<file path="config.mk">
export PLATFORM = sky130hd
export DESIGN_NAME = hbf_top
export DESIGN_NICKNAME = d
export VERILOG_FILES = /design/src/hw/hbf_pkg.sv /design/src/hw/hbf_deadtime.sv /design/src/hw/hbf_limiter.sv /design/src/hw/hbf_top.sv
export VERILOG_INCLUDE_DIRS = /design/src /design/src/hw
export SDC_FILE = /design/constraint.sdc
export NUM_CORES = 1
export LEC_CHECK = 0
export ABC_AREA = 1
export BUFFER_PORTS_ARGS = -buffer_cell sky130_fd_sc_hd__buf_2
export CORE_MARGIN = 2
export CORE_UTILIZATION = 35
export CTS_CLUSTER_DIAMETER = 120
export CTS_CLUSTER_SIZE = 14
export DETAILED_ROUTE_END_ITERATION = 8
export GPL_TIMING_DRIVEN = 1
export SKIP_CTS_REPAIR_TIMING = 1
export SLEW_MARGIN = 5
export SYNTH_ARGS = -nofsm -noshare
export SYNTH_HDL_FRONTEND = slang
export SYNTH_SLANG_ARGS = --single-unit
</file>
<file path="constraint.sdc">
create_clock -name clk -period 3.15 [get_ports clk]
set_clock_uncertainty 0.05 [all_clocks]
set_input_delay 0.1575 -clock clk [delete_from_list [all_inputs] [get_ports clk]]
set_output_delay 0.1575 -clock clk [all_outputs]
set_load 0.05 [all_outputs]
</file>
<file path="src/hw/hbf_map.svh">
// Timing counts, current-limit figures and status bit positions.
// Assumes a single 20 MHz clock; counts are derived from nanoseconds.
`ifndef HBF_MAP_SVH
`define HBF_MAP_SVH
`define HBF_CLK_MHZ       20
`define HBF_NS2CYC(ns)    ((((ns) * `HBF_CLK_MHZ) + 999) / 1000)
`define HBF_OC_NS         1000
`define HBF_BLANK_NS      11500
`define HBF_TOFF_NS       20500
`define HBF_OC_CYC        `HBF_NS2CYC(`HBF_OC_NS)
`define HBF_BLANK_CYC     `HBF_NS2CYC(`HBF_BLANK_NS)
`define HBF_TOFF_CYC      `HBF_NS2CYC(`HBF_TOFF_NS)
`define HBF_ILIM_NOM_MA   13'h1964
`define HBF_ILIM_WARN_MA  13'h09c4
`define HBF_ILIM_HYST_MA  13'h00fa
`define HBF_ILIM_STEP_MA  13'h00fa
`define HBF_ST_UV_BIT     10
`define HBF_ST_OC_A_BIT   0
`define HBF_ST_OC_B_BIT   1
`define HBF_ST_RESET      16'h0000
`endif

</file>
<file path="src/hw/hbf_pkg.sv">
// Types shared by the protection and drive-sequencing block.
// Assumes the map header supplies all numeric constants.
package hbf_pkg;
	typedef enum logic [3:0] {
		LIM_IDLE  = 4'h1,
		LIM_BLANK = 4'h2,
		LIM_OFF   = 4'h4,
		LIM_HOLD  = 4'h8
	} hbf_lim_e;

	// Supply and temperature detector levels
	typedef struct packed {
		logic vbat_uv;
		logic vcc_uv;
		logic over_temp;
		logic temp_warn;
	} hbf_sense_s;

	// One-cycle command pulses from the serial interface
	typedef struct packed {
		logic uv_clr;
		logic hiz_rel;
	} hbf_cmd_s;
endpackage : hbf_pkg

</file>
<file path="src/hw/hbf_deadtime.sv">
// One bridge leg: gate sequencing with monitored high-side turn-off.
// Assumes hs_gate_off is the synchronous gate-voltage monitor level.
`timescale 1ns/1ps
`include "hbf_map.svh"
module hbf_deadtime import hbf_pkg::*; (
	// Clock and reset
	input  wire logic clk,
	input  wire logic srst,
	// Control
	input  wire logic en,
	input  wire logic want_hs,
	input  wire logic want_ls,
	input  wire logic hs_gate_off,
	// Gates
	output logic      hs_on,
	output logic      ls_on
);
	always_ff @(posedge clk) begin
		if (srst || !en) begin
			// Disable turns both gates off at once
			hs_on <= 1'b0;
			ls_on <= 1'b0;
		end else begin
			hs_on <= want_hs && !want_ls && !ls_on;
			// Low side only once the high side is seen off
			ls_on <= want_ls && !want_hs && !hs_on && hs_gate_off;
		end
	end
endmodule : hbf_deadtime

</file>
<file path="src/hw/hbf_limiter.sv">
// Chopper current limiter for one channel: blanking and minimum off-time.
// Assumes above_hi and below_lo come from comparators at the set levels.
`timescale 1ns/1ps
`include "hbf_map.svh"
module hbf_limiter import hbf_pkg::*; #(
	parameter int BLANK_CYC = `HBF_BLANK_CYC,
	parameter int TOFF_CYC  = `HBF_TOFF_CYC
) (
	// Clock and reset
	input  wire logic clk,
	input  wire logic srst,
	// Comparators
	input  wire logic run,
	input  wire logic above_hi,
	input  wire logic below_lo,
	// Limit state
	output logic      limit
);
	hbf_lim_e   st_q;
	logic [9:0] cnt_q;

	always_ff @(posedge clk) begin
		if (srst || !run) begin
			st_q  <= LIM_IDLE;
			cnt_q <= 10'h000;
		end else begin
			unique case (st_q)
				LIM_IDLE: if (above_hi) begin
					st_q  <= LIM_BLANK;
					cnt_q <= 10'(BLANK_CYC - 1);
				end
				LIM_BLANK: if (cnt_q != 10'h000) begin
					cnt_q <= cnt_q - 10'h001;
				end else if (above_hi) begin
					st_q  <= LIM_OFF;
					cnt_q <= 10'(TOFF_CYC - 1);
				end else begin
					st_q <= LIM_IDLE;
				end
				LIM_OFF: if (cnt_q != 10'h000) begin
					cnt_q <= cnt_q - 10'h001;
				end else begin
					st_q <= below_lo ? LIM_IDLE : LIM_HOLD;
				end
				LIM_HOLD: if (below_lo) begin
					st_q <= LIM_IDLE;
				end
				default: st_q <= LIM_IDLE;
			endcase
		end
	end

	always_comb begin
		limit = (st_q == LIM_OFF) || (st_q == LIM_HOLD);
	end
endmodule : hbf_limiter

</file>
<file path="src/hw/hbf_top.sv">
// Protection and drive sequencing for a dual H-bridge motor driver.
// Assumes all inputs synchronous to clk; serial link decoded outside.
// Functional notes
// - Low side on only after high side off
// - Open-drain fault flags, one per channel, independent
// - Supply fault ends: drive and flag resume
// - Logic-supply undervoltage status bit stays latched
// - Enable restart pulse also clears that bit
// - Overcurrent after 1 us: latch flag, Hi-Z
// - Enable edge releases latched overcurrent flag
// - Serial PWM: leave Hi-Z at duty-on (an enable edge releases at once)
// - Direct PWM: leave Hi-Z immediately
// - While disabled, release only on enabling
// - Half-bridge: only faulty output goes Hi-Z
// - Half-bridge: release on command or enabling
// - Overtemperature flag recovers automatically
// - Trip 6.5 A, release 0.25 A lower
// - Sixteen threshold pairs; four when combined
// - Limit asserts after 11.5 us blanking
// - Limit forces short brake, starts off-time
// - After 20.5 us and low current resume
// - Current still high: brake until below
// - PWM ignored during minimum off-time
// - PWM low during blanking brakes at once
// - Combined mode: second enables reach gates only
// - Disabling turns outputs off without dead time
// - Temperature warning lowers trip to 2.5 A
`timescale 1ns/1ps
`include "hbf_map.svh"
module hbf_top import hbf_pkg::*; #(
	parameter int OC_CYC    = `HBF_OC_CYC,
	parameter int BLANK_CYC = `HBF_BLANK_CYC,
	parameter int TOFF_CYC  = `HBF_TOFF_CYC
) (
	// Clock and reset
	input  wire logic        clk,
	input  wire logic        srst,
	// Mode straps
	input  wire logic        combined_mode,
	input  wire logic        half_mode,
	input  wire logic        serial_pwm,
	// Enables: first channel, then {active-low, active-high} second
	input  wire logic        drive_enable_hi,
	input  wire logic        drive_enable_lo,
	input  wire logic [1:0]  second_channel_enables,
	// Drive commands
	input  wire logic [3:0]  bridge_pwm_in,
	input  wire logic [3:0]  spi_pwm,
	input  wire logic [1:0]  spi_duty_on,
	input  wire hbf_cmd_s    cmd,
	input  wire logic [3:0]  ilim_sel_a,
	input  wire logic [3:0]  ilim_sel_b,
	// Analog detectors
	input  wire hbf_sense_s  sense,
	input  wire logic [3:0]  oc_det,
	input  wire logic [1:0]  cur_above_hi,
	input  wire logic [1:0]  cur_below_lo,
	input  wire logic [3:0]  hs_gate_off,
	// Gates
	output logic      [3:0]  hs_on,
	output logic      [3:0]  ls_on,
	// Threshold levels in mA per channel
	output logic      [12:0] ilim_hi_ma [2],
	output logic      [12:0] ilim_lo_ma [2],
	// Status and fault flags (open drain)
	output logic      [15:0] status_word_one,
	output logic             fault_flag_out_a_o,
	output logic             fault_flag_out_a_oe,
	output logic             fault_flag_out_b_o,
	output logic             fault_flag_out_b_oe
);
	logic        en_hi_q, en_lo_q, en2_hi_q, en2_lo_q;
	logic [1:0]  en_raw, en_ch, restart, lim, flag_q, oc_flag_q, pend_q;
	logic [1:0]  rel_ok;
	logic [3:0]  oc_hit, hiz_q, want_hs, want_ls, src, gate_en;
	logic [4:0]  oc_cnt_q [4];
	logic        uv_any, uv_st_q;

	// Trip level from a selection code
	function automatic logic [12:0] ilim_of(input logic [3:0] sel,
			input logic comb, input logic warn);
		logic [3:0] s;
		s = comb ? {2'b00, sel[1:0]} : sel;
		if (warn)
			ilim_of = `HBF_ILIM_WARN_MA;
		else
			ilim_of = 13'(`HBF_ILIM_NOM_MA - {9'h000, s} * `HBF_ILIM_STEP_MA);
	endfunction : ilim_of

	// Enable edges; combined mode logic uses first-channel pins
	always_ff @(posedge clk) begin
		if (srst) begin
			en_hi_q  <= 1'b0;
			en_lo_q  <= 1'b1;
			en2_hi_q <= 1'b0;
			en2_lo_q <= 1'b1;
		end else begin
			en_hi_q  <= drive_enable_hi;
			en_lo_q  <= drive_enable_lo;
			en2_hi_q <= second_channel_enables[0];
			en2_lo_q <= second_channel_enables[1];
		end
	end

	always_comb begin
		en_raw[0]  = drive_enable_hi && !drive_enable_lo;
		en_raw[1]  = second_channel_enables[0] && !second_channel_enables[1];
		en_ch[0]   = en_raw[0];
		en_ch[1]   = combined_mode ? en_raw[0] : en_raw[1];
		// Rising active-high or falling active-low enable
		restart[0] = en_raw[0] && ((drive_enable_hi && !en_hi_q)
				|| (!drive_enable_lo && en_lo_q));
		restart[1] = combined_mode ? restart[0] : (en_raw[1]
				&& ((second_channel_enables[0] && !en2_hi_q)
				|| (!second_channel_enables[1] && en2_lo_q)));
		uv_any     = sense.vbat_uv || sense.vcc_uv;
		src        = serial_pwm ? spi_pwm : bridge_pwm_in;
	end

	// Latched logic-supply undervoltage status; set wins
	always_ff @(posedge clk) begin
		if (srst)
			uv_st_q <= 1'b0;
		else if (sense.vcc_uv)
			uv_st_q <= 1'b1;
		else if (cmd.uv_clr || restart[0])
			uv_st_q <= 1'b0;
	end

	// Overcurrent persistence filter per output
	genvar gi;
	generate
		for (gi = 0; gi < 4; gi++) begin : g_oc
			always_ff @(posedge clk) begin
				if (srst || !oc_det[gi])
					oc_cnt_q[gi] <= 5'h00;
				else if (!oc_hit[gi])
					oc_cnt_q[gi] <= oc_cnt_q[gi] + 5'h01;
			end
			assign oc_hit[gi] = oc_det[gi] && (oc_cnt_q[gi] == 5'(OC_CYC - 1));

			// Hi-Z latch and release per output; set wins
			always_ff @(posedge clk) begin
				if (srst)
					hiz_q[gi] <= 1'b0;
				else if (half_mode ? oc_hit[gi]
						: (combined_mode ? |oc_hit
						: |oc_hit[gi/2*2 +: 2]))
					hiz_q[gi] <= 1'b1;
				else if (restart[gi/2])
					hiz_q[gi] <= 1'b0;
				else if (half_mode && rel_ok[gi/2])
					hiz_q[gi] <= 1'b0;
				else if (!half_mode && !serial_pwm && rel_ok[gi/2])
					hiz_q[gi] <= 1'b0;
				else if (!half_mode && serial_pwm && pend_q[gi/2]
						&& spi_duty_on[gi/2])
					hiz_q[gi] <= 1'b0;
			end
		end

		for (gi = 0; gi < 2; gi++) begin : g_ch
			// Serial command acts only while enabled
			assign rel_ok[gi] = restart[gi] || (cmd.hiz_rel && en_ch[gi]);

			always_ff @(posedge clk) begin
				if (srst)
					oc_flag_q[gi] <= 1'b0;
				else if (|oc_hit[gi*2 +: 2])
					oc_flag_q[gi] <= 1'b1;
				else if (restart[gi])
					oc_flag_q[gi] <= 1'b0;
			end

			always_ff @(posedge clk) begin
				if (srst || !(|hiz_q[gi*2 +: 2]))
					pend_q[gi] <= 1'b0;
				else if (rel_ok[gi])
					pend_q[gi] <= 1'b1;
			end

			// Live supply and temperature terms
			always_ff @(posedge clk) begin
				if (srst)
					flag_q[gi] <= 1'b0;
				else
					flag_q[gi] <= uv_any || sense.over_temp || oc_flag_q[gi];
			end

			always_ff @(posedge clk) begin
				if (srst) begin
					ilim_hi_ma[gi] <= `HBF_ILIM_NOM_MA;
					ilim_lo_ma[gi] <= 13'(`HBF_ILIM_NOM_MA - `HBF_ILIM_HYST_MA);
				end else begin
					ilim_hi_ma[gi] <= ilim_of(gi == 0 ? ilim_sel_a : ilim_sel_b,
						combined_mode, sense.temp_warn);
					ilim_lo_ma[gi] <= 13'(ilim_of(gi == 0 ? ilim_sel_a
						: ilim_sel_b, combined_mode, sense.temp_warn)
						- `HBF_ILIM_HYST_MA);
				end
			end

			// Separate limiter per channel
			hbf_limiter #(
				.BLANK_CYC (BLANK_CYC),
				.TOFF_CYC  (TOFF_CYC)
			) u_lim (
				.clk      (clk),
				.srst     (srst),
				.run      (en_ch[gi] && !half_mode && !uv_any),
				.above_hi (cur_above_hi[gi]),
				.below_lo (cur_below_lo[gi]),
				.limit    (lim[gi])
			);
		end
	endgenerate

	// Wanted gate states per leg
	always_comb begin
		for (int c = 0; c < 2; c++) begin
			logic a, b, l;
			a = combined_mode ? src[0] : src[2*c];
			b = combined_mode ? src[1] : src[2*c+1];
			l = combined_mode ? lim[0] : lim[c];
			// Limit brakes and masks PWM PWM low brakes
			want_hs[2*c]   = a && !b && !l;
			want_hs[2*c+1] = b && !a && !l;
			want_ls[2*c]   = !want_hs[2*c];
			want_ls[2*c+1] = !want_hs[2*c+1];
		end
		if (half_mode) begin
			want_hs = {2'b00, src[1:0]};
			want_ls = {2'b00, ~src[1:0]};
		end
		for (int i = 0; i < 4; i++)
			gate_en[i] = (i < 2 ? en_raw[0] : en_raw[1]) && !uv_any
				&& !sense.over_temp && !hiz_q[i];
	end

	generate
		for (gi = 0; gi < 4; gi++) begin : g_leg
			hbf_deadtime u_dt (
				.clk         (clk),
				.srst        (srst),
				.en          (gate_en[gi]),
				.want_hs     (want_hs[gi]),
				.want_ls     (want_ls[gi]),
				.hs_gate_off (hs_gate_off[gi]),
				.hs_on       (hs_on[gi]),
				.ls_on       (ls_on[gi])
			);
		end
	endgenerate

	always_comb begin
		status_word_one                   = `HBF_ST_RESET;
		status_word_one[`HBF_ST_UV_BIT]   = uv_st_q;
		status_word_one[`HBF_ST_OC_A_BIT] = oc_flag_q[0];
		status_word_one[`HBF_ST_OC_B_BIT] = oc_flag_q[1];
		fault_flag_out_a_o  = 1'b0;
		fault_flag_out_b_o  = 1'b0;
		fault_flag_out_a_oe = flag_q[0];
		fault_flag_out_b_oe = flag_q[1];
	end

	// Checks
	chk_ls_after_hs: assert property (@(posedge clk) disable iff (srst)
		$rose(ls_on[0]) |-> $past(hs_gate_off[0]) && !$past(hs_on[0]))
		else $error("low side on before high side seen off");
	chk_flag_uv_low: assert property (@(posedge clk) disable iff (srst)
		sense.vbat_uv |=> fault_flag_out_a_oe && fault_flag_out_b_oe)
		else $error("fault flag not driven on supply fault");
	chk_uv_resume: assert property (@(posedge clk) disable iff (srst)
		!uv_any && !sense.over_temp && !oc_flag_q[0] |=> !fault_flag_out_a_oe)
		else $error("fault flag held without cause");
	chk_uv_sticky: assert property (@(posedge clk) disable iff (srst)
		$fell(sense.vcc_uv) && !cmd.uv_clr && !restart[0] |-> uv_st_q)
		else $error("undervoltage status lost");
	chk_uv_restart: assert property (@(posedge clk) disable iff (srst)
		restart[0] && !sense.vcc_uv |=> !status_word_one[`HBF_ST_UV_BIT])
		else $error("restart did not clear undervoltage status");
	chk_oc_persist: assert property (@(posedge clk) disable iff (srst)
		$rose(oc_flag_q[0]) |-> $past(oc_det[0], 1) || $past(oc_det[1], 1))
		else $error("overcurrent latched without persistence");
	chk_oc_release: assert property (@(posedge clk) disable iff (srst)
		oc_flag_q[0] && restart[0] && !oc_hit[0] && !oc_hit[1] |=> !oc_flag_q[0])
		else $error("enable edge did not release overcurrent flag");
	chk_serial_wait: assert property (@(posedge clk) disable iff (srst)
		serial_pwm && !half_mode && hiz_q[0] && !spi_duty_on[0]
		&& !restart[0] |=> hiz_q[0])
		else $error("serial drive left Hi-Z before duty-on");
	chk_direct_release: assert property (@(posedge clk) disable iff (srst)
		!serial_pwm && !half_mode && rel_ok[0] && !(|oc_hit) |=> !hiz_q[0])
		else $error("direct drive kept Hi-Z after release");
	chk_restart_release: assert property (@(posedge clk) disable iff (srst)
		restart[0] && !(|oc_hit) |=> !hiz_q[0])
		else $error("enabling did not release Hi-Z");
	chk_half_single: assert property (@(posedge clk) disable iff (srst)
		half_mode && oc_hit[0] && !oc_hit[1] && !hiz_q[1] |=> !hiz_q[1])
		else $error("half-bridge fault spread to another output");
	chk_half_release: assert property (@(posedge clk) disable iff (srst)
		half_mode && rel_ok[0] && !oc_hit[0] |=> !hiz_q[0])
		else $error("half-bridge output kept Hi-Z after release");
	chk_flag_b_free: assert property (@(posedge clk) disable iff (srst)
		!sense.over_temp && !uv_any && !oc_flag_q[1] |=> !fault_flag_out_b_oe)
		else $error("second fault flag held without cause");
	chk_oc_flag_b: assert property (@(posedge clk) disable iff (srst)
		|oc_hit[3:2] |=> oc_flag_q[1])
		else $error("second channel overcurrent not latched");
	chk_pwm_masked: assert property (@(posedge clk) disable iff (srst)
		lim[0] && !half_mode |-> !want_hs[0] && !want_hs[1])
		else $error("pwm reached high side during off-time");
	chk_pwm_low_brake: assert property (@(posedge clk) disable iff (srst)
		!half_mode && !combined_mode && !src[0] && !src[1]
		|-> want_ls[0] && want_ls[1])
		else $error("pwm low did not brake");
	chk_comb_enables: assert property (@(posedge clk) disable iff (srst)
		combined_mode |-> en_ch[1] == en_raw[0] && restart[1] == restart[0])
		else $error("combined mode logic used second enables");
	chk_warn_level: assert property (@(posedge clk) disable iff (srst)
		sense.temp_warn |=> ilim_hi_ma[0] == `HBF_ILIM_WARN_MA)
		else $error("temperature warning did not lower trip level");
	chk_lo_below_hi: assert property (@(posedge clk) disable iff (srst)
		ilim_lo_ma[0] == 13'(ilim_hi_ma[0] - `HBF_ILIM_HYST_MA))
		else $error("release level not below trip level");
	chk_blank_end: assert property (@(posedge clk) disable iff (srst)
		$rose(lim[0]) |-> $past(cur_above_hi[0]))
		else $error("limit without current above trip");
	chk_limit_brake: assert property (@(posedge clk) disable iff (srst)
		lim[0] && !half_mode |-> want_ls[0] && want_ls[1])
		else $error("limit did not force short brake");
	chk_off_min: assert property (@(posedge clk) disable iff (srst)
		$rose(lim[0]) && en_ch[0] && !uv_any |-> lim[0] [*8])
		else $error("minimum off-time cut short");
	chk_disable_off: assert property (@(posedge clk) disable iff (srst)
		!en_raw[0] |=> !hs_on[0] && !ls_on[0] && !hs_on[1] && !ls_on[1])
		else $error("disable did not turn outputs off");
	cov_limit: cover property (@(posedge clk) disable iff (srst) $rose(lim[0]));
	cov_oc: cover property (@(posedge clk) disable iff (srst) $rose(oc_flag_q[0]));
	cov_uv_clr: cover property (@(posedge clk) disable iff (srst) $fell(uv_st_q));
	cov_ser_rel: cover property (@(posedge clk) disable iff (srst)
		serial_pwm && $fell(hiz_q[0]));
	cov_half_trip: cover property (@(posedge clk) disable iff (srst)
		half_mode && $rose(hiz_q[0]));
endmodule : hbf_top

</file>
==> flow_summary.yaml <==
status:
  outcome: "complete, no violations"
clock_network:
  cts-htree-levels: 4
  cts_tree: "built"
  path_clk_slew_ns: 0.06
  clkSinkCount: 119
  numCtsBuffers: 17
  clockBufferDepth: 2
  insertion_delay_ns: 0.42
  clock_tree.root_cell: "clkbuf_16"
power_and_ir_drop:
  comb_power_share_pct: 32.7
  p_sw_share_pct: 35.18
  power.share.clock_pct: 36.6
  peakVddDrop_mv: 0.2466
  seq_power_share_pct: 30.7
  power.switching_mw: 1.919
  power.density_nw_per_um2: 582.0
  internal_power_mw: 3.536
  leakage_nw: 4.550
timing:
  hold_slack_ns: 0.02129
  setup_ws_ns: 0.3023
  maxSlewViolCount: 0
  slew_headroom_pct: 57.81
  min_period_ns: 2.848
  worst_pin_slew_ns: 0.6294
  fin_setup_tns_ns: 0
  max_freq_ghz: 0.3512
  finalCritPeriodShare_pct: 90.40
  setup_violations: 0
  hold_violations: 0
setup_path:
  crit_start: "combined_mode"
  start_kind: "input port"
  path_class: "input port to flip-flop"
  end_kind: "flip-flop"
  crit_fanout: 5
  crit_arrival_ns: 3.09
  critPathRequiredTime_ns: 3.39
  reg2reg_from: "g_ch[0].u_lim.cnt_q[0]$_SDFFE_PP0P_"
final_layout:
  drive_gt1_share_pct: 24.62
  postLayoutCellArea_um2: 9373
  fin_cells: 1461
  antenna_cells_inserted: 0
  final_common_cell: "nand2_1"
  nets: 1269
  syn2layout_area_growth_pct: 25.75
  layout_common_cells: "208 x nand2_1, 151 x inv_1, 105 x buf_2"
synthesis:
  synth_edf_count: 20
  synth.area.mux_share_pct: 0
  syn_inst: 1007
  synthDistinctLibCells: 50
  netlist_area_um2: 7453
  yosys.area_share.simple_pct: 31.88
  synth-seq-cells: 119
  synth_compound_area_share_pct: 8.696
  synth_adder_area_share_pct: 9.569
  synth_top_family_by_area: "simple AND/OR/NAND/NOR gates"
  synthXorXnorAreaFrac_pct: 2.820
  dominantRegCellSynth: "dfxtp_1"
  yosysWarnings: 0
  synth.avg_cell_area_um2: 7.402
  async_flop_share_pct: 0
  ys_seq_area_share_pct: 34.65
global_route:
  grt_max_degree: 38
  grt_usage_pct: 16.31
  overflow: 0
  grt_pass1_vias: 6211
  grt_antenna_before_repair: 0
  grt_pass1_wl_um: 29190
detailed_routing:
  via_per_inst: 4.527
  vias: 6614
  ant_nets: 0
  wl_per_cell_um: 12.11
  drt_iter0_drc: 289
  totalWireLength_um: 17690
  drc: 0
  first_pass_iters: 5
place:
  hpwl_um: 13960
  io_buffer_count: 105
  globalplace.congestion: 0.8141
  dpl_cell_area_um2: 8587
  dp.cells: 1416
  pre_cts_slack_ns: -0.1600
floorplanning:
  start_util_pct: 35.57
  core_um2: 20960
  ios: 125
  rows: 53
  die_height_um: 149.9
  die_w_um: 149.9
  dieArea_um2: 22480
flow_run:
  cap_violations: 0
min_path:
  hp-start: "half_mode"
  hold_path_class: "input port to flip-flop"
[sequential cells by signal, indices dropped and copies added, names as in the netlist, 2 cells and up]
name and count:
ilim_hi_ma 24, ilim_lo_ma 24, g_ch.u_lim.cnt_q 20, oc_cnt_q 20
g_ch.u_lim.st_q 8, g_leg.u_dt.hs_on 4, g_leg.u_dt.ls_on 4, hiz_q 4
pend_q 2, status_word_one 2
[critical path, cell delays in order]
cell and delay (ns):
buf_2 0.15, inv_6 0.09, nand2_2 0.08, ha_4 0.28, inv_2 0.04, ha_4 0.27, fa_1 0.41, ha_1 0.37
nand2_1 0.09, nand2_1 0.06, inv_1 0.07, nand2_1 0.05, nand2_1 0.07, nand2_1 0.12, nand2_1 0.10, nand2_1 0.06
nand3_1 0.10, nor2_2 0.06, nand2_1 0.08, nand2_1 0.06, nor2_2 0.17, nand2_1 0.07, nand2_1 0.06, nand2_1 0.04
[power by group through the flow]
stage / clock network (mW) / logic [mW] / registers [mW]
4_1_cts: 2.04 / 1.76 / 1.67
3_3_place_gp: 0 / 1.74 / 1.71
6_report: 2.00 / 1.79 / 1.67
2_1_floorplan: 0 / 0.978 / 2.02
5_1_grt: 2.11 / 1.99 / 1.68
3_5_place_dp: 0 / 1.75 / 1.71
[stage by stage]
step / total power, mW / utilization [%]
finish: 5.455 / 44.73
global route: 5.777 / 44.73
CTS: 5.472 / 43.92
detailed placement: 3.452 / 40.98
global placement: 3.444 / 40.98
floorplan: 3.000 / -
[final cells by class]
type / instances / area [um^2]
multi-input combinational: 699 / 4148
fill: 2191 / 11580
clock buffer: 23 / 531.8
timing repair buffer: 172 / 1059
clock inverter: 9 / 85.08
tap: 275 / 344.1
sequential: 119 / 2582
inverter: 164 / 623.1
[kinds of logic after synthesis]
logic type | after synthesis
AND/OR/NAND/NOR | 490
buffers and inverters | 207
flip-flops | 119
AO/OA/AOI/OAI | 115
adder cells (fa/ha/maj) | 51
XOR/XNOR | 24
other | 1
[path summary, 6_finish.rpt]
check / endpoint / slack (ns) / cells after the start
worst min register to register: g_leg[2].u_dt.ls_on$_SDFF_PP0_ / 0.36 / 1
worst max-delay path: ilim_lo_ma[25]$_SDFF_PP1_ / 0.30 / 24
worst min-delay path: hiz_q[1]$_SDFFE_PP0P_ / 0.02 / 3
worst max register to register: g_ch[0].u_lim.cnt_q[5]$_SDFFE_PP0P_ / 0.91 / 10
[metal layers]
layer / share of wire [%] / vias up / global-route usage, % / wire (um)
met1: 48 / 2977 / 21.19 / 8535
met4: 1.1 / 0 / 4.717 / 190
li1: - / 3509 / - / -
met3: 3.8 / 16 / 3.537 / 680
met5: 0 / - / 0 / 0
met2: 47 / 112 / 27.21 / 8286
[cells in the mapped netlist (2+ instances only)]
library cell	n	area [um^2]
nor3_2	3	30.03
buf_4	29	217.7
nor4_1	4	25.02
clkbuf_1	6	22.52
nand4_1	12	75.07
buf_1	2	7.510
inv_2	6	22.52
nand3_2	13	130.1
nand2_4	7	78.83
xor2_1	20	175.2
nand3_4	6	105.1
nor2_1	100	375.4
or2_2	7	43.79
nor2_2	15	93.84
a211oi_1	2	15.01
xnor2_1	4	35.03
a31oi_1	9	56.30
buf_2	4	20.02
inv_1	156	585.6
fa_1	10	200.2
o21a_1	3	22.52
nand2_2	15	93.84
and2_1	3	18.77
nor2_4	2	22.52
o21ai_1	3	15.01
a21oi_1	46	230.2
edfxtp_1	20	600.6
nor3_1	18	90.09
o21ai_0	37	185.2
a22oi_1	3	22.52
o211ai_1	3	22.52
nand2_1	209	784.5
ha_1	41	513.0
nand3_1	69	345.3
a221oi_1	4	35.03
nand3b_1	4	30.03
dfxtp_1	99	1982
Power figures use the tool's default switching activity.
